[src/hdl/nsr_map.svh]
// Register offsets, field positions, command bytes and timing counts of the
// NAND status/identify/reset host. Assumes a 100 MHz system clock.
`ifndef NSR_MAP_SVH
`define NSR_MAP_SVH

// ****************************************
// Software register offsets
// ****************************************
`define NSR_OFS_CMD 4'h0
`define NSR_OFS_CTRL 4'h1
`define NSR_OFS_FLAGS 4'h2
`define NSR_OFS_STATUS 4'h3
`define NSR_OFS_ID0 4'h4
`define NSR_OFS_ID1 4'h5
`define NSR_OFS_ID2 4'h6
`define NSR_OFS_ID3 4'h7

// ****************************************
// Operation codes in the command register
// ****************************************
`define NSR_OP_STAT 3'h0
`define NSR_OP_MSTAT 3'h1
`define NSR_OP_ID 3'h2
`define NSR_OP_RST 3'h3
`define NSR_OP_READ 3'h4

// ****************************************
// Flash command bytes and values
// ****************************************
`define NSR_CB_STAT 8'h70
`define NSR_CB_MSTAT 8'h71
`define NSR_CB_ID 8'h90
`define NSR_CB_RST 8'hFF
`define NSR_CB_READ 8'h00
`define NSR_ID_ADDR 8'h00
`define NSR_MULTI_CODE 8'hC0
`define NSR_MASK_STAT 8'hC1
`define NSR_MASK_MSTAT 8'hDF

// ****************************************
// Flag register bit positions
// ****************************************
`define NSR_FB_BUSY 0
`define NSR_FB_RB 1
`define NSR_FB_MULTI 2
`define NSR_FB_PFVALID 3
`define NSR_FB_RELOOK 4
`define NSR_FB_WP 5

// ****************************************
// Timing
// ****************************************
`define NSR_CLK_NS 10
`define NSR_PWR_US 10
`define NSR_PWR_CYC ((`NSR_PWR_US * 1000 + `NSR_CLK_NS - 1) / `NSR_CLK_NS)
`define NSR_PH_NS 20
`define NSR_PH_CYC ((`NSR_PH_NS + `NSR_CLK_NS - 1) / `NSR_CLK_NS)
`define NSR_WB_NS 100
`define NSR_WB_CYC ((`NSR_WB_NS + `NSR_CLK_NS - 1) / `NSR_CLK_NS)

`endif

[src/hdl/nsr_pkg.sv]
// Types of the NAND status/identify/reset host.
// Assumes nsr_map.svh for all numbers.
package nsr_pkg;

  // ****************************************
  // Sequencer states
  // ****************************************
  typedef enum logic [3:0] {
    S_PWR, S_IDLE, S_SET, S_WLO, S_WHI, S_RLO, S_RHI, S_WB, S_RB
  } nsr_state_t;

  // ****************************************
  // Whole state of the host
  // ****************************************
  typedef struct packed {
    nsr_state_t st;
    logic [9:0] cnt;
    logic [2:0] op;
    logic [2:0] idx;
    logic ce_n;
    logic cle;
    logic ale;
    logic we_n;
    logic re_n;
    logic dq_oe_n;
    logic [7:0] dq;
    logic [7:0] sres;
    logic pf_ok;
    logic relook;
    logic [7:0] id0;
    logic [7:0] id1;
    logic [7:0] id3;
    logic wp_n;
    logic [7:0] rdata;
  } nsr_regs_t;

endpackage

[src/hdl/nsr_host.sv]
// Host sequencer that polls status, reads identification and resets a
// multi-plane NAND flash over its pins. Assumes pins synchronous to SYS_CLK.
//
// How it works
// - Reissue read command after status mid-read (host only sets relook; the READ op sends 00h)
// - Multi-plane status uses the 71h command
// - Trust pass/fail only when device ready
// - Plane bits only valid under 71h
// - Bit five is reserved, ignored
// - Identify: 90h, address 00h, four reads
// - Ignore third ID byte; C0h means multi-plane
// - Wait 10us after power-up before commands
`timescale 1ns/100ps
`default_nettype none
`include "nsr_map.svh"

module nsr_host (
  input wire logic SYS_CLK,
  input wire logic RESET,
  input wire logic [3:0] ADDR,
  input wire logic [7:0] WDATA,
  input wire logic WR,
  input wire logic RD,
  output logic [7:0] RDATA,
  output logic CE_N,
  output logic CLE,
  output logic ALE,
  output logic WE_N,
  output logic OUTPUT_STROBE_N,
  input wire logic [7:0] DQ_IN,
  output logic [7:0] DQ_OUT,
  output logic DQ_OE_N,
  input wire logic RB_N,
  output logic WP_N
);

  nsr_pkg::nsr_regs_t r;
  nsr_pkg::nsr_regs_t n;
  logic ph_end;

  // ****************************************
  // Decoding helpers
  // ****************************************
  function automatic logic [2:0] nsr_reads(input logic [2:0] op);
    case (op)
      `NSR_OP_STAT, `NSR_OP_MSTAT: nsr_reads = 3'h1;
      `NSR_OP_ID: nsr_reads = 3'h4;
      default: nsr_reads = 3'h0;
    endcase
  endfunction

  function automatic logic [7:0] nsr_cmd_byte(input logic [2:0] op);
    case (op)
      `NSR_OP_STAT: nsr_cmd_byte = `NSR_CB_STAT;
      `NSR_OP_MSTAT: nsr_cmd_byte = `NSR_CB_MSTAT;
      `NSR_OP_ID: nsr_cmd_byte = `NSR_CB_ID;
      `NSR_OP_RST: nsr_cmd_byte = `NSR_CB_RST;
      default: nsr_cmd_byte = `NSR_CB_READ;
    endcase
  endfunction

  // ****************************************
  // Next-state logic
  // ****************************************
  assign ph_end = (r.cnt == 10'(`NSR_PH_CYC - 1));

  always_comb begin
    n = r;
    n.cnt = r.cnt + 10'h001;
    n.rdata = 8'h00;
    if (RD) begin
      case (ADDR)
        `NSR_OFS_CTRL: n.rdata = {7'h00, r.wp_n};
        `NSR_OFS_FLAGS: n.rdata = {2'h0, r.wp_n, r.relook, r.pf_ok, (r.id3 == `NSR_MULTI_CODE), RB_N,
                                   (r.st != nsr_pkg::S_IDLE)};
        `NSR_OFS_STATUS: n.rdata = r.sres;
        `NSR_OFS_ID0: n.rdata = r.id0;
        `NSR_OFS_ID1: n.rdata = r.id1;
        `NSR_OFS_ID2: n.rdata = 8'h00;
        `NSR_OFS_ID3: n.rdata = r.id3;
        default: n.rdata = 8'h00;
      endcase
    end
    if (WR && ADDR == `NSR_OFS_CTRL) begin
      n.wp_n = WDATA[0];
    end
    case (r.st)
      nsr_pkg::S_PWR: begin
        if (r.cnt == 10'(`NSR_PWR_CYC - 1)) begin
          n.st = nsr_pkg::S_IDLE;
        end
      end
      nsr_pkg::S_IDLE: begin
        n.cnt = 10'h000;
        if (WR && ADDR == `NSR_OFS_CMD && WDATA[2:0] <= `NSR_OP_READ) begin
          n.op = WDATA[2:0];
          n.idx = 3'h0;
          n.ce_n = 1'b0;
          n.cle = 1'b1;
          n.dq = nsr_cmd_byte(WDATA[2:0]);
          n.dq_oe_n = 1'b0;
          n.st = nsr_pkg::S_SET;
          if (WDATA[2:0] == `NSR_OP_RST) begin
            n.pf_ok = 1'b0;
          end
        end
      end
      nsr_pkg::S_SET: begin
        if (ph_end) begin
          n.cnt = 10'h000;
          n.we_n = 1'b0;
          n.st = nsr_pkg::S_WLO;
        end
      end
      nsr_pkg::S_WLO: begin
        if (ph_end) begin
          n.cnt = 10'h000;
          n.we_n = 1'b1;
          n.st = nsr_pkg::S_WHI;
        end
      end
      nsr_pkg::S_WHI: begin
        if (ph_end) begin
          n.cnt = 10'h000;
          if (r.cle && r.op == `NSR_OP_ID) begin
            n.cle = 1'b0;
            n.ale = 1'b1;
            n.dq = `NSR_ID_ADDR;
            n.st = nsr_pkg::S_SET;
          end else begin
            n.cle = 1'b0;
            n.ale = 1'b0;
            n.dq_oe_n = 1'b1;
            if (nsr_reads(r.op) != 3'h0) begin
              n.re_n = 1'b0;
              n.st = nsr_pkg::S_RLO;
            end else if (r.op == `NSR_OP_RST) begin
              n.st = nsr_pkg::S_WB;
            end else begin
              n.relook = 1'b0;
              n.ce_n = 1'b1;
              n.st = nsr_pkg::S_IDLE;
            end
          end
        end
      end
      nsr_pkg::S_RLO: begin
        if (ph_end) begin
          n.cnt = 10'h000;
          n.re_n = 1'b1;
          n.st = nsr_pkg::S_RHI;
          if (r.op == `NSR_OP_ID) begin
            case (r.idx)
              3'h0: n.id0 = DQ_IN;
              3'h1: n.id1 = DQ_IN;
              3'h3: n.id3 = DQ_IN;
              default: n.id0 = r.id0;
            endcase
          end else begin
            n.sres = DQ_IN & ((r.op == `NSR_OP_MSTAT) ? `NSR_MASK_MSTAT : `NSR_MASK_STAT);
            n.pf_ok = DQ_IN[6];
            n.relook = 1'b1;
          end
        end
      end
      nsr_pkg::S_RHI: begin
        if (ph_end) begin
          n.cnt = 10'h000;
          if (r.idx + 3'h1 == nsr_reads(r.op)) begin
            n.ce_n = 1'b1;
            n.st = nsr_pkg::S_IDLE;
          end else begin
            n.idx = r.idx + 3'h1;
            n.re_n = 1'b0;
            n.st = nsr_pkg::S_RLO;
          end
        end
      end
      nsr_pkg::S_WB: begin
        if (r.cnt == 10'(`NSR_WB_CYC - 1)) begin
          n.st = nsr_pkg::S_RB;
        end
      end
      nsr_pkg::S_RB: begin
        n.cnt = 10'h000;
        if (RB_N) begin
          n.ce_n = 1'b1;
          n.st = nsr_pkg::S_IDLE;
        end
      end
      default: n.st = nsr_pkg::S_IDLE;
    endcase
  end

  // ****************************************
  // State register
  // ****************************************
  always_ff @(posedge SYS_CLK) begin
    if (RESET) begin
      r <= '0;
      r.st <= nsr_pkg::S_PWR;
      r.ce_n <= 1'b1;
      r.we_n <= 1'b1;
      r.re_n <= 1'b1;
      r.dq_oe_n <= 1'b1;
    end else begin
      r <= n;
    end
  end

  assign RDATA = r.rdata;
  assign CE_N = r.ce_n;
  assign CLE = r.cle;
  assign ALE = r.ale;
  assign WE_N = r.we_n;
  assign OUTPUT_STROBE_N = r.re_n;
  assign DQ_OUT = r.dq;
  assign DQ_OE_N = r.dq_oe_n;
  assign WP_N = r.wp_n;
endmodule

`default_nettype wire

[config.mk]
export PLATFORM = sky130hd
export DESIGN_NAME = nsr_host
export DESIGN_NICKNAME = d
export VERILOG_FILES = /design/src/hdl/nsr_pkg.sv /design/src/hdl/nsr_host.sv
export VERILOG_INCLUDE_DIRS = /design/src /design/src/hdl
export SDC_FILE = /design/constraint.sdc
export NUM_CORES = 1
export LEC_CHECK = 0
export BUFFER_PORTS_ARGS = -buffer_cell sky130_fd_sc_hd__clkbuf_2
export CAP_MARGIN = 40
export CORE_UTILIZATION = 50
export CTS_CLUSTER_SIZE = 10
export DETAILED_ROUTE_END_ITERATION = 10
export GPL_TIMING_DRIVEN = 0
export PLACE_DENSITY = 0.75
export SLEW_MARGIN = 20
export SYNTH_ARGS = -nofsm -noshare
export SYNTH_HDL_FRONTEND = slang
export SYNTH_SLANG_ARGS = --single-unit
[constraint.sdc]
create_clock -name SYS_CLK -period 2.2 [get_ports SYS_CLK]
set_input_delay 0.22 -clock SYS_CLK [delete_from_list [all_inputs] [get_ports SYS_CLK]]
set_output_delay 0.22 -clock SYS_CLK [all_outputs]
set_load 0.05 [all_outputs]
# After elaboration in Yosys (flattened, before gate mapping)
# Index checks and enable logic that the tools add are counted.
# totals
ff_bits	77
latchBits	0
ramBits	0
mem_bits_ro	0
input_bits	25
out_inout_bits	23
memories	0
# classes
n_addsub	2
n_mul	0
div_mod_pow	0
n_lt_le_gt_ge	1
eq_ne	46
shifts	0
n_mux	63
bitwise_logic	3
reduce_logical	36
# ops
operator	count
2-to-1 mux 14 bit	5
one-hot mux 10 bit (6 select lines)	1
one-hot mux 8 bit (6 select lines)	1
inequality test 2 bit, second input constant	18
one-hot mux 4 bit (9 select lines)	1
2-to-1 mux 8 bit	4
one-hot mux 8 bit (4 select lines)	1
equality test 4 x 3 -> 1 bit, second input constant	7
2-to-1 mux 4 bit	7
2-to-1 mux 3 bit	9
2-to-1 mux 26 bit	1
2-to-1 mux 24 bit	1
AND reduction 4 bit	6
one-hot mux 9 bit (2 select lines)	1
AND reduction 9 bit	2
2-to-1 mux 1 bit	17
equality test 4 x 2 -> 1 bit, second input constant	4
equality test 3 x 2 -> 1 bit, second input constant	5
AND reduction 7 bit	2
one-hot mux 3 bit (2 select lines)	2
adder 10 x 1 -> 10 bit, second input constant	1
equality test 10 x 1 -> 1 bit, second input constant	1
equality test 10 bit, second input constant	1
equality test 10 x 4 -> 1 bit, second input constant	1
other kinds (27)	52

# Logic depth before layout (Yosys ltp)
# Gate-level depths: netlist (run 1).
# depth
word_depth	11
mapped_depth	8
ltp_nobuf	7

# Worst setup path before layout (run 1)
# OpenSTA, ideal clock, no wires.
# synth_path
path_type	reg2reg
start	register r[63] in the netlist's numbering
end	register r, in the netlist WE_N
setup_time_ns	0.117
arrival_time_ns	2.054
required_time_ns	2.083
setup_slack_ns	0.029
stages_incl_launch_ff	8
path_buffers	1
period_less_slack_ns	2.171
path_cell_list	dfxtp_1 > ha_1 > or4b_4 > or3_1 > buf_6 > nor4b_1 > mux2i_1 > nand2b_1
# synth_between
elab_chain_len	3
word_cells_on_any_way	4
cone_classes	eq/ne: 3; reduce/logical: 1
# synth_lines
item	line_no	text
start, declared	nsr_host.sv:37	nsr_pkg::nsr_regs_t r;
start signal, assigned	nsr_host.sv:207	r <= n;
equality test 10 x 1 -> 1 bit *	nsr_host.sv:65	assign ph_end = (r.cnt == 10'(`NSR_PH_CYC - 1));
inequality test 2 bit (no source line)	n/a	
AND reduction 3 bit (no source line) *	n/a	
# Every way passes the cells marked *; elsewhere a longest branch is shown, timed or not.
# A chain may end at the register's enable or synchronous reset.

# Final worst setup path (run 1)
# layout_path
start	register r[64] in the netlist's numbering
end	register r[59] in the netlist's numbering
# layout_between
elab_chain_len	3
# layout_lines
item	line_no
equality test 10 x 1 -> 1 bit	nsr_host.sv:65
inequality test 2 bit (no source line)	n/a
AND reduction 4 bit (no source line)	n/a
# Every way passes these cells.

==> results.tsv, run 1 <==
stage	metric	value	unit
synthesis	async_flop_share	0	
cells_and_area	fillers	620	
synthesis	synth.distinct_cells	69	
worst_setup_path	critPathMaxStageDelay	0.47	ns
min_path	hold_depth	3	
clocking	cts-root-buf	clkbuf_8	
synthesis	avgSynthCellArea	9.07	µm²
worst_setup_path	reg2regPathDepth	9	
synthesis	ys.flop_type	dfxtp_1	
min_path	holdCritPathClass	in2reg	
timing	fmax	448	MHz
die	rows	31	
worst_setup_path	r2r_setup_slack	-0.03	ns
cells_and_area	nNetsFinal	512	
global_route	grt_pass1_wl	15.1	mm
clocking	clk_pin_slew	0.09	ns
clocking	clockBufferDepth	2	
drt	vias	3468	
cells_and_area	final_common_cell	dfxtp_1	
worst_setup_path	crit_type	reg2reg	
worst_setup_path	cp_cell_sequence	inv_2 > ha_4 > or4b_4 > buf_4 > buf_6 > nor3_4 > buf_6 > a31oi_4 > mux2_4	
synthesis	yosysSeqAreaShare	0.388	
synthesis	syn_area	3760	µm²
place	place_hpwl	6.44	mm
synthesis	synth_warnings	0	
worst_setup_path	r2r_start	r[64]	
cells_and_area	diodes	0	
worst_setup_path	cp.arrival	2.47	ns
power_and_ir_drop	powerDensity	785	nW/µm²
clocking	numClockSinks	73	
min_path	hold_end	r[30]	
clocking	cts_max_level	3	
place	place_congestion	0.902	
synthesis	synth_edf_count	0	
place	numPortBuffers	39	
drt	via_per_inst	5.93	
power_and_ir_drop	total_power	3.58	mW
timing	finClkSkew	0.0154	ns
clocking	cts_tree	done	
global_route	grt_usage	0.254	
die	start_util	0.519	
min_path	worstHoldStart	DQ_IN[5]	
global_route	grt_pass1_vias	3063	
die	die_h	88.7	µm
worst_setup_path	required	2.44	ns
timing	min_period	2.23	ns
cells_and_area	mostFrequentLayoutCells	dfxtp_1, nor2_1, clkbuf_2	
synthesis	ys_ff_latch	73	
die	ios	48	
die	die_w	88.7	µm
timing	finalMaxSlewViolations	0	
drt	drc	0	
drt	wl_per_cell	16.7	µm
timing	setup_viol	3	
drt	first_pass_iters	5	
global_route	overflow	0	
power_and_ir_drop	irDropWorstVdd	374	µV
drt	drt_first_iter_violations	410	
cells_and_area	drive_gt1_frac	0.288	
timing	fin_ws	-0.0321	ns
place	place_area	4090	µm²
cells_and_area	fin_area	4560	µm²
cells_and_area	syn_to_final_growth	21.2	%
drt	antenna_left	0	
worst_setup_path	crit_top_cell	buf_6	
global_route	antenna_found_initial	0	
power_and_ir_drop	p_leak	1.85	nW
timing	hold_viol	0	
timing	maxSlewHeadroom	0.509	
synthesis	synthCells	415	
run	cap_violations	0	
status	status	finished, violations left	
clocking	insertion_delay	0.36	ns
worst_setup_path	slowest_stage	or4b_4	
die	die-area	7880	µm²
clocking	cts_buffers	9	
status	violations	negative setup slack	
timing	worst_pin_slew	0.735	ns
synthesis	synth_nets	446	
worst_setup_path	end_kind	flip-flop	
worst_setup_path	r2r_end	r[59]	
global_route	grt_max_degree	16	
worst_setup_path	startpoint_type	flip-flop	
timing	fin_crit_sh	1.01	
drt	drt_wl_total	9.76	mm
timing	rsz0062_at_grt	yes	
die	core	7250	µm²
worst_setup_path	cp_max_fo	6	
## worst max path at each step
stage | from | to | slack (ns)
after floorplan | r[63] | WE_N | 0.03
after global placement | ADDR[0] | DQ_OUT[7] | -0.37
after detailed placement | ADDR[0] | DQ_OUT[7] | -0.42
after CTS | r[64] | r[74] | -0.02
after global routing | r[64] | r[31] | -0.11
final | r[64] | r[59] | -0.03
## area by class of cell
class / count / area [µm²] / share of cell area
plain buffers: 39 / 274 / 0.0601
multi-input cells: 292 / 2140 / 0.469
inverters: 10 / 37.5 / 0.00823
well taps: 99 / 124 / 0.0272
flip-flops and latches: 73 / 1470 / 0.321
repair buffers: 56 / 335 / 0.0735
clock buffers: 9 / 124 / 0.0272
clock inverters: 7 / 61.3 / 0.0134
## cells by family (layout without fill, tap and decap cells)
group	Yosys count	after routing	synth area share
and+or+nand+nor	156	156	0.230
AOI/OAI and AO/OA	86	87	0.163
DFF	73	73	0.388
buffers and inverters	51	121	0.0865
muxes	34	34	0.0915
xor gates and xnor gates	9	9	0.0210
adders and majority gates	6	6	0.0200
## flip-flops by register name, indices dropped and copies added, names as in the netlist
signal	cells
WP_N	1
RDATA	8
OUTPUT_STROBE_N	1
ALE	1
DQ_OE_N	1
CLE	1
r	53
WE_N	1
CE_N	1
DQ_OUT	5
## what timing repair did
item                                    CTS  global route
hold buffers                              0             0
cloned                                    0             1
buffers inserted                          7             8
endpoints found under the setup margin   46            53
pin swaps                                 8            21
gates resized for setup                  16            19
## cells in the mapped netlist, types with 2 or more instances
cell type	count	area (µm²)
inv_1	10	37.5
a211oi_1	3	22.5
and3_1	7	43.8
buf_6	7	78.8
nand4_2	2	25.0
nand4_1	4	25.0
mux2i_1	31	310
clkbuf_1	14	52.6
or4_1	2	15.0
nor4b_1	3	26.3
a222oi_1	4	40.0
or3_1	3	18.8
nor3_1	11	55.1
ha_1	6	75.1
xor2_1	3	26.3
o21a_1	2	15.0
a22oi_1	12	90.1
xnor2_1	6	52.6
nor3_4	2	32.5
a32oi_1	3	26.3
a21o_1	4	30.0
nor2_1	58	218
o211ai_1	5	37.5
nand2b_1	5	31.3
mux2_2	3	33.8
o2111ai_1	2	17.5
and4_2	2	20.0
nor2b_1	4	25.0
nand3_1	7	35.0
or4b_2	2	20.0
nor4_1	2	12.5
and2_1	2	12.5
a21oi_1	24	120
nand4b_1	3	26.3
buf_4	18	135
nand2_1	24	90.1
dfxtp_1	73	1460
a31oi_1	6	37.5
o21ai_0	6	30.0
## per-layer routing
layer | global-route usage | part of all wire
met1 | 0.345 | 0.45
met2 | 0.406 | 0.46
met4 | 0.0836 | 0.017
met3 | 0.0494 | 0.079
met5 | 0 | 0
## critical path, delay by kind of cell (launching register included)
family	cells	cell delay, ns
AND/OR/NAND/NOR	2	0.76
buffers and inverters	4	0.49
flip-flops	1	0.33
AO/OA/AOI/OAI	1	0.11
adder cells (fa/ha/maj)	1	0.11
multiplexers	1	0.32
## per-stage QoR
step / hold WS, ns / util / TNS [ns] / cells / setup slack [ns]
after floorplan: 0.360 / - / 0 / 415 / 0.0286
after global placement: 0.433 / 0.563 / -5.77 / 553 / -0.367
after detailed placement: 0.448 / 0.564 / -7.24 / 554 / -0.425
after CTS: 0.128 / 0.608 / -0.0373 / 576 / -0.0161
after global routing: 0.158 / 0.629 / -2.37 / 585 / -0.107
final: 0.126 / 0.629 / -0.0489 / 585 / -0.0321
## power by group
| group | leakage, nW | switching [mW] | internal (mW) | total, mW |
|---|---|---|---|---|
| registers | 0.590 | 0.0362 | 1.37 | 1.41 |
| logic | 1.17 | 0.696 | 0.475 | 1.17 |
| clock network | 0.0888 | 0.568 | 0.430 | 0.998 |
| total | 1.85 | 1.30 | 2.28 | 3.58 |
Note: power is estimated with default switching activity, not from simulation.
==> run 2, diff against run 1 <==
--- a/config.mk
+++ b/config.mk
@@ -8,12 +8,14 @@
 export LEC_CHECK = 0
 export BUFFER_PORTS_ARGS = -buffer_cell sky130_fd_sc_hd__clkbuf_2
 export CAP_MARGIN = 40
-export CORE_UTILIZATION = 50
+export CORE_UTILIZATION = 40
 export CTS_CLUSTER_SIZE = 10
 export DETAILED_ROUTE_END_ITERATION = 10
 export GPL_TIMING_DRIVEN = 0
-export PLACE_DENSITY = 0.75
+export PLACE_DENSITY = 0.63
+export REMOVE_ABC_BUFFERS = 1
 export SLEW_MARGIN = 20
 export SYNTH_ARGS = -nofsm -noshare
 export SYNTH_HDL_FRONTEND = slang
 export SYNTH_SLANG_ARGS = --single-unit
+export TNS_END_PERCENT = 10
==> run 2 against run 1 <==
Effect of this change:
- the run still ends with negative setup slack left
- critical path depth down 2
- non-clock buffer count fell by 51
- count of clock-buffer cells in the layout did not move
- highest routed layer unchanged
- design area fell by 9.2%
- register-to-register slack about the same
- worst hold slack better by 0.010 ns
- maximum frequency hardly changed
- critical endpoint is now r[74]
- global-route usage decreased by 6.5 points
- clock skew is essentially flat
- worst setup slack improved by 0.0021 ns
==> results.tsv, run 2 (same netlist as run 1, synthesis figures left out) <==
stage	metric	value	unit	change
power_and_ir_drop	irDropWorstVdd	647	µV	+73%
clocking	insertion_delay	0.35	ns	about the same
timing	fin_crit_sh	1.01		about the same
drt	drt_wl_total	8.85	mm	-9.3%
place	numPortBuffers	42		+7.7%
place	place_area	3840	µm²	-6.2%
timing	maxSlewHeadroom	0.414		-0.0943
clocking	clk_pin_slew	0.09	ns	about the same
global_route	antenna_found_initial	0		unchanged
clocking	cts_tree	done		
drt	via_per_inst	5.69		-4.1%
cells_and_area	regMostFlops	r		
clocking	numClockSinks	73		unchanged
power_and_ir_drop	powerDensity	772	nW/µm²	-1.7%
worst_setup_path	end_kind	flip-flop		
clocking	cts_buffers	9		unchanged
die	die_w	99.0	µm	+12%
timing	finClkSkew	0.0153	ns	-0.0000464 ns
cells_and_area	fin_area	4140	µm²	-9.2%
place	place_hpwl	6.05	mm	-6.0%
clocking	cts_max_level	3		unchanged
timing	min_period	2.23	ns	-0.00212 ns
worst_setup_path	cp_max_fo	7		+1
drt	antenna_left	0		unchanged
cells_and_area	mostFrequentLayoutCells	dfxtp_1, nor2_1, clkbuf_2		
timing	fmax	448	MHz	about the same
clocking	clockBufferDepth	2		unchanged
drt	first_pass_iters	7		+2
drt	wl_per_cell	16.2	µm	-2.7%
worst_setup_path	r2r_setup_slack	-0.03	ns	about the same
global_route	grt_pass1_vias	2897		-5.4%
die	die-area	9800	µm²	+24%
cells_and_area	drive_gt1_frac	0.230		-0.0577
worst_setup_path	required	2.45	ns	about the same
die	core	9200	µm²	+27%
die	start_util	0.409		-0.110
timing	hold_viol	0		unchanged
timing	rsz0062_at_grt	yes		
timing	fin_ws	-0.0299	ns	+0.00212 ns
power_and_ir_drop	p_leak	1.61	nW	-13%
cells_and_area	fillers	919		+48%
die	ios	48		unchanged
die	rows	35		+13%
die	die_h	99.0	µm	+12%
global_route	grt_max_degree	63		+47
global_route	grt_pass1_wl	14.7	mm	-2.9%
worst_setup_path	crit_type	reg2reg		
place	dp.cells	527		-4.9%
worst_setup_path	cp.arrival	2.48	ns	about the same
global_route	grt_usage	0.189		-0.0650
cells_and_area	syn_to_final_growth	10.1	%	
place	pre_cts_ws	-0.495	ns	-0.0709 ns
cells_and_area	fin_cells	545		-6.8%
place	place_congestion	0.831		-7.8%
timing	setup_viol	1		-2
status	status	finished, violations left		
global_route	overflow	0		unchanged
drt	drc	0		unchanged
status	violations	negative setup slack		
clocking	cts-root-buf	clkbuf_8		
cells_and_area	diodes	0		unchanged
cells_and_area	final_common_cell	dfxtp_1		
timing	worst_pin_slew	0.875	ns	+0.140 ns
min_path	holdCritPathClass	in2reg		
cells_and_area	nNetsFinal	460		-10%
drt	vias	3100		-11%
worst_setup_path	startpoint_type	flip-flop		
drt	drt_first_iter_violations	168		-59%
cells_and_area	largest_register_ffs	53		unchanged
run	cap_violations	0		unchanged
timing	finalMaxSlewViolations	0		unchanged
## run 2: changes by cell type in the layout (fill, tap and decap cells not counted), moves of 2 or more
cell / delta
nor4b_1: +2
dfxtp_4: +3
o21ai_4: -2
inv_6: -3
clkbuf_1: -12
buf_6: -9
buf_4: -28
dfxtp_1: -3
## run 2: stage by stage
step                      TNS [ns]   util  hold WS (ns)  power (mW)
after floorplan                  0      -         0.289        1.97
after global placement      -14.22  0.416         0.432        2.17
after detailed placement    -14.05  0.417         0.436        2.19
after CTS                  -0.0388  0.445         0.127        3.20
after global routing         -2.55  0.450         0.159        3.35
final                      -0.0299  0.450         0.136        3.20
## run 2: what timing repair did
| action | 4_1_cts | 5_1_grt |
|---|---|---|
| pin swaps | 2 | 4 |
| endpoints found under the setup margin | 56 | 54 |
| hold buffers | 0 | 0 |
| setup buffers | 2 | 0 |
| gates resized for setup | 15 | 10 |
## run 2: area by class of cell
type	instances	area, µm²	share of cell area
multi-input combinational	291	2070	0.500
sequential	73	1480	0.356
timing repair buffer	44	231	0.0559
tap	111	139	0.0335
clock buffer	9	124	0.0299
clock inverter	7	62.6	0.0151
inverter	10	37.5	0.00906
## run 2: path summary, 6_finish.rpt
path / startpoint / endpoint / depth (start not counted)
setup / recovery: r[64] / r[74] / 7
hold / removal: DQ_IN[5] / r[14] / 3
setup reg to reg: r[64] / r[74] / 7
hold reg to reg: r[63] / r[63] / 1
## run 2: critical path, cell delays in order, from the launching register on
cell and delay, ns:
dfxtp_2 0.34, inv_2 0.04, ha_1 0.12, or4b_4 0.52
or3_4 0.42, a221oi_2 0.29, o211ai_1 0.14, o32ai_2 0.26
## run 2: report_power, final
group / switching, mW / total [mW] / internal [mW]
registers: 0.130 / 1.52 / 1.39
clock network: 0.558 / 0.986 / 0.428
logic: 0.452 / 0.696 / 0.245
total: 1.14 / 3.20 / 2.06
## run 2: per-layer routing
metal / up-vias / GRT usage / wire length [µm]
met2: 86 / 0.301 / 4200
met5: - / 0 / 0
met3: 17 / 0.0397 / 369
met1: 1474 / 0.250 / 4110
li1: 1523 / - / -
met4: 0 / 0.0769 / 175
==> run 3, diff against run 2 <==
--- a/config.mk
+++ b/config.mk
@@ -12,7 +12,7 @@
 export CTS_CLUSTER_SIZE = 10
 export DETAILED_ROUTE_END_ITERATION = 10
 export GPL_TIMING_DRIVEN = 0
-export PLACE_DENSITY = 0.63
+export PLACE_DENSITY_LB_ADDON = 0.08
 export REMOVE_ABC_BUFFERS = 1
 export SLEW_MARGIN = 20
 export SYNTH_ARGS = -nofsm -noshare
==> run 3 against run 2 <==
Effect of this change:
- global-route usage grew 0.91 points
- sequential share of layout area down 0.98 points
- wire length grew 5.8%
- sequential power hardly changed
- maximum frequency up 0.17%
- the flow still finishes with violations (negative setup slack)
- non-clock buffer count rose by 5
- die area did not move
- worst hold slack improved by 0.0041 ns
- critical endpoint unchanged
- combinational power is 6.6% higher
- flip-flop and latch count is the same
- largest cell class unchanged
==> results.tsv, run 3 (same netlist as run 1, synthesis figures left out) <==
stage	metric	value	unit	change
drt	drt_first_iter_violations	118		-30%
global_route	grt_pass1_wl	15.3	mm	+3.8%
cells_and_area	final-seq-area	1470	µm²	-0.17%
global_route	grt_max_degree	63		unchanged
cells_and_area	drive_gt1_frac	0.248		+0.0179
cells_and_area	nNetsFinal	465		+1.1%
status	violations	negative setup slack		
global_route	met2_usage	0.296		-0.00538
drt	first_pass_iters	4		-3
timing	worst_pin_slew	0.895	ns	+0.0204 ns
place	numPortBuffers	42		unchanged
worst_setup_path	startpoint_type	flip-flop		
timing	fmax	449	MHz	+0.17%
worst_setup_path	critPathMaxStageDelay	0.52	ns	about the same
worst_setup_path	slowest_stage	or4b_4		
drt	drt_wl_total	9.36	mm	+5.8%
global_route	grtUsageMet3	0.0390		-0.000709
global_route	gr-usage-met1	0.293		+0.0427
timing	hold_viol	0		unchanged
drt	vias	3085		-0.48%
worst_setup_path	cp.arrival	2.47	ns	about the same
timing	finalMaxSlewViolations	0		unchanged
global_route	grt.busiest_layer	met2		
place	pre_cts_ws	-0.588	ns	-0.0923 ns
worst_setup_path	crit_type	reg2reg		
global_route	grt_pass1_vias	2901		+0.14%
timing	maxSlewHeadroom	0.401		-0.0137
power_and_ir_drop	powerDensity	812	nW/µm²	+5.2%
run	cap_violations	0		unchanged
timing	min_period	2.23	ns	-0.00372 ns
drt	antenna_left	0		unchanged
timing	whs	0.141	ns	+0.00413 ns
clocking	numClockSinks	73		unchanged
worst_setup_path	cp_cell_sequence	inv_2 > ha_4 > or4b_4 > or3_4 > a221oi_2 > o211ai_1 > o32ai_2		
place	place_hpwl	6.28	mm	+3.8%
power_and_ir_drop	p_sw_frac	0.334		-0.0222
die	die_w	99.0	µm	unchanged
cells_and_area	syn_to_final_growth	13.0	%	
die	die_h	99.0	µm	unchanged
cells_and_area	mostFrequentLayoutCells	dfxtp_1, nor2_1, clkbuf_2		
die	die-area	9800	µm²	unchanged
timing	fin_crit_sh	1.01		-0.00169
power_and_ir_drop	p_leak	1.66	nW	+3.2%
cells_and_area	final_common_cell	dfxtp_1		
cells_and_area	diodes	0		unchanged
clocking	cts-root-buf	clkbuf_8		
global_route	grt_usage	0.198		+0.00907
clocking	cts_max_level	3		unchanged
die	rows	35		unchanged
drt	wl_per_cell	17.0	µm	+4.8%
worst_setup_path	cp_max_fo	7		unchanged
drt	via_per_inst	5.61		-1.4%
timing	fin_setup_tns	-0.0520	ns	-0.0221 ns
clocking	cts_buffers	9		unchanged
worst_setup_path	end_kind	flip-flop		
global_route	antenna_found_initial	0		unchanged
status	status	finished, violations left		
timing	setup_viol	4		+3
die	ios	48		unchanged
place	place_congestion	0.765		-8.0%
timing	rsz0062_at_grt	yes		
global_route	overflow	0		unchanged
worst_setup_path	cp_num_buf_inv	1		unchanged
clocking	insertion_delay	0.34	ns	about the same
clocking	clockBufferDepth	2		unchanged
clocking	clk_pin_slew	0.09	ns	about the same
power_and_ir_drop	p_int	2.30	mW	+12%
min_path	holdCritPathClass	in2reg		
power_and_ir_drop	clkPwrFrac	0.344		+0.036
die	start_util	0.409		unchanged
cells_and_area	multi_input_area	2100	µm²	+1.3%
clocking	cts_tree	done		
power_and_ir_drop	irDropWorstVdd	565	µV	-13%
timing	finClkSkew	0.00728	ns	-0.00805 ns
power_and_ir_drop	pwr-share-comb	0.215		-0.003
timing	fin_ws	-0.0262	ns	+0.00371 ns
worst_setup_path	required	2.45	ns	about the same
cells_and_area	largest_register_ffs	53		unchanged
drt	drc	0		unchanged
cells_and_area	regMostFlops	r		
worst_setup_path	cp_top_family	simple AND/OR/NAND/NOR gates		
cells_and_area	fillers	916		-0.33%
die	core	9200	µm²	unchanged
power_and_ir_drop	p_sw	1.15	mW	+1.2%
power_and_ir_drop	seq_power_share	0.441		-0.033
run 3: cell type report:
cell class	count	area share
inverters	10	0.00883
multi-input cells	291	0.494
flip-flops and latches	73	0.347
well taps	111	0.0327
clock inverters	6	0.0212
repair buffers	49	0.0671
clock buffers	10	0.0300
run 3: worst reg2reg max path, cell delays in order, from the launching register on:
cell	delay, ns
dfxtp_2	0.34
inv_2	0.06
ha_4	0.11
or4b_4	0.52
or3_4	0.47
a221oi_2	0.29
o211ai_1	0.14
o32ai_2	0.20
run 3: path summary, 6_finish.rpt:
kind	start	to	slack, ns	cells after the start
setup / recovery	r[64]	r[74]	-0.03	7
hold / removal	DQ_IN[7]	r[42]	0.14	3
setup reg to reg	r[64]	r[74]	-0.03	7
hold reg to reg	r[38]	r[38]	0.46	2
run 3: power by group through the flow:
| stage | sequential [mW] | clock [mW] | combinational [mW] |
|---|---|---|---|
| 6_report | 1.52 | 1.19 | 0.742 |
| 5_1_grt | 1.54 | 1.28 | 0.811 |
| 4_1_cts | 1.51 | 1.22 | 0.698 |
| 3_5_place_dp | 1.53 | 0 | 0.671 |
| 3_3_place_gp | 1.53 | 0 | 0.670 |
| 2_1_floorplan | 1.55 | 0 | 0.420 |
run 3: what timing repair did:
item	in CTS	in global routing
pin swaps	3	11
setup buffers	2	5
gates resized for setup	16	15
hold buffers	0	0
endpoints found under the setup margin	58	52
run 3: per-stage QoR:
step                      utilization  area, µm²  std cells  power (mW)
after global routing            0.462       4250        550        3.63
after floorplan                     -       3470        374        1.97
after detailed placement        0.417       3840        527        2.20
after global placement          0.416       3820        527        2.20
after CTS                       0.451       4150        545        3.43
final                           0.462       4250        550        3.45
run 3: layer usage:
metal,part of all wire,wire length (µm)
met1,0.53,4930
met2,0.42,3960
met3,0.040,379
met4,0.0095,89
met5,0,0
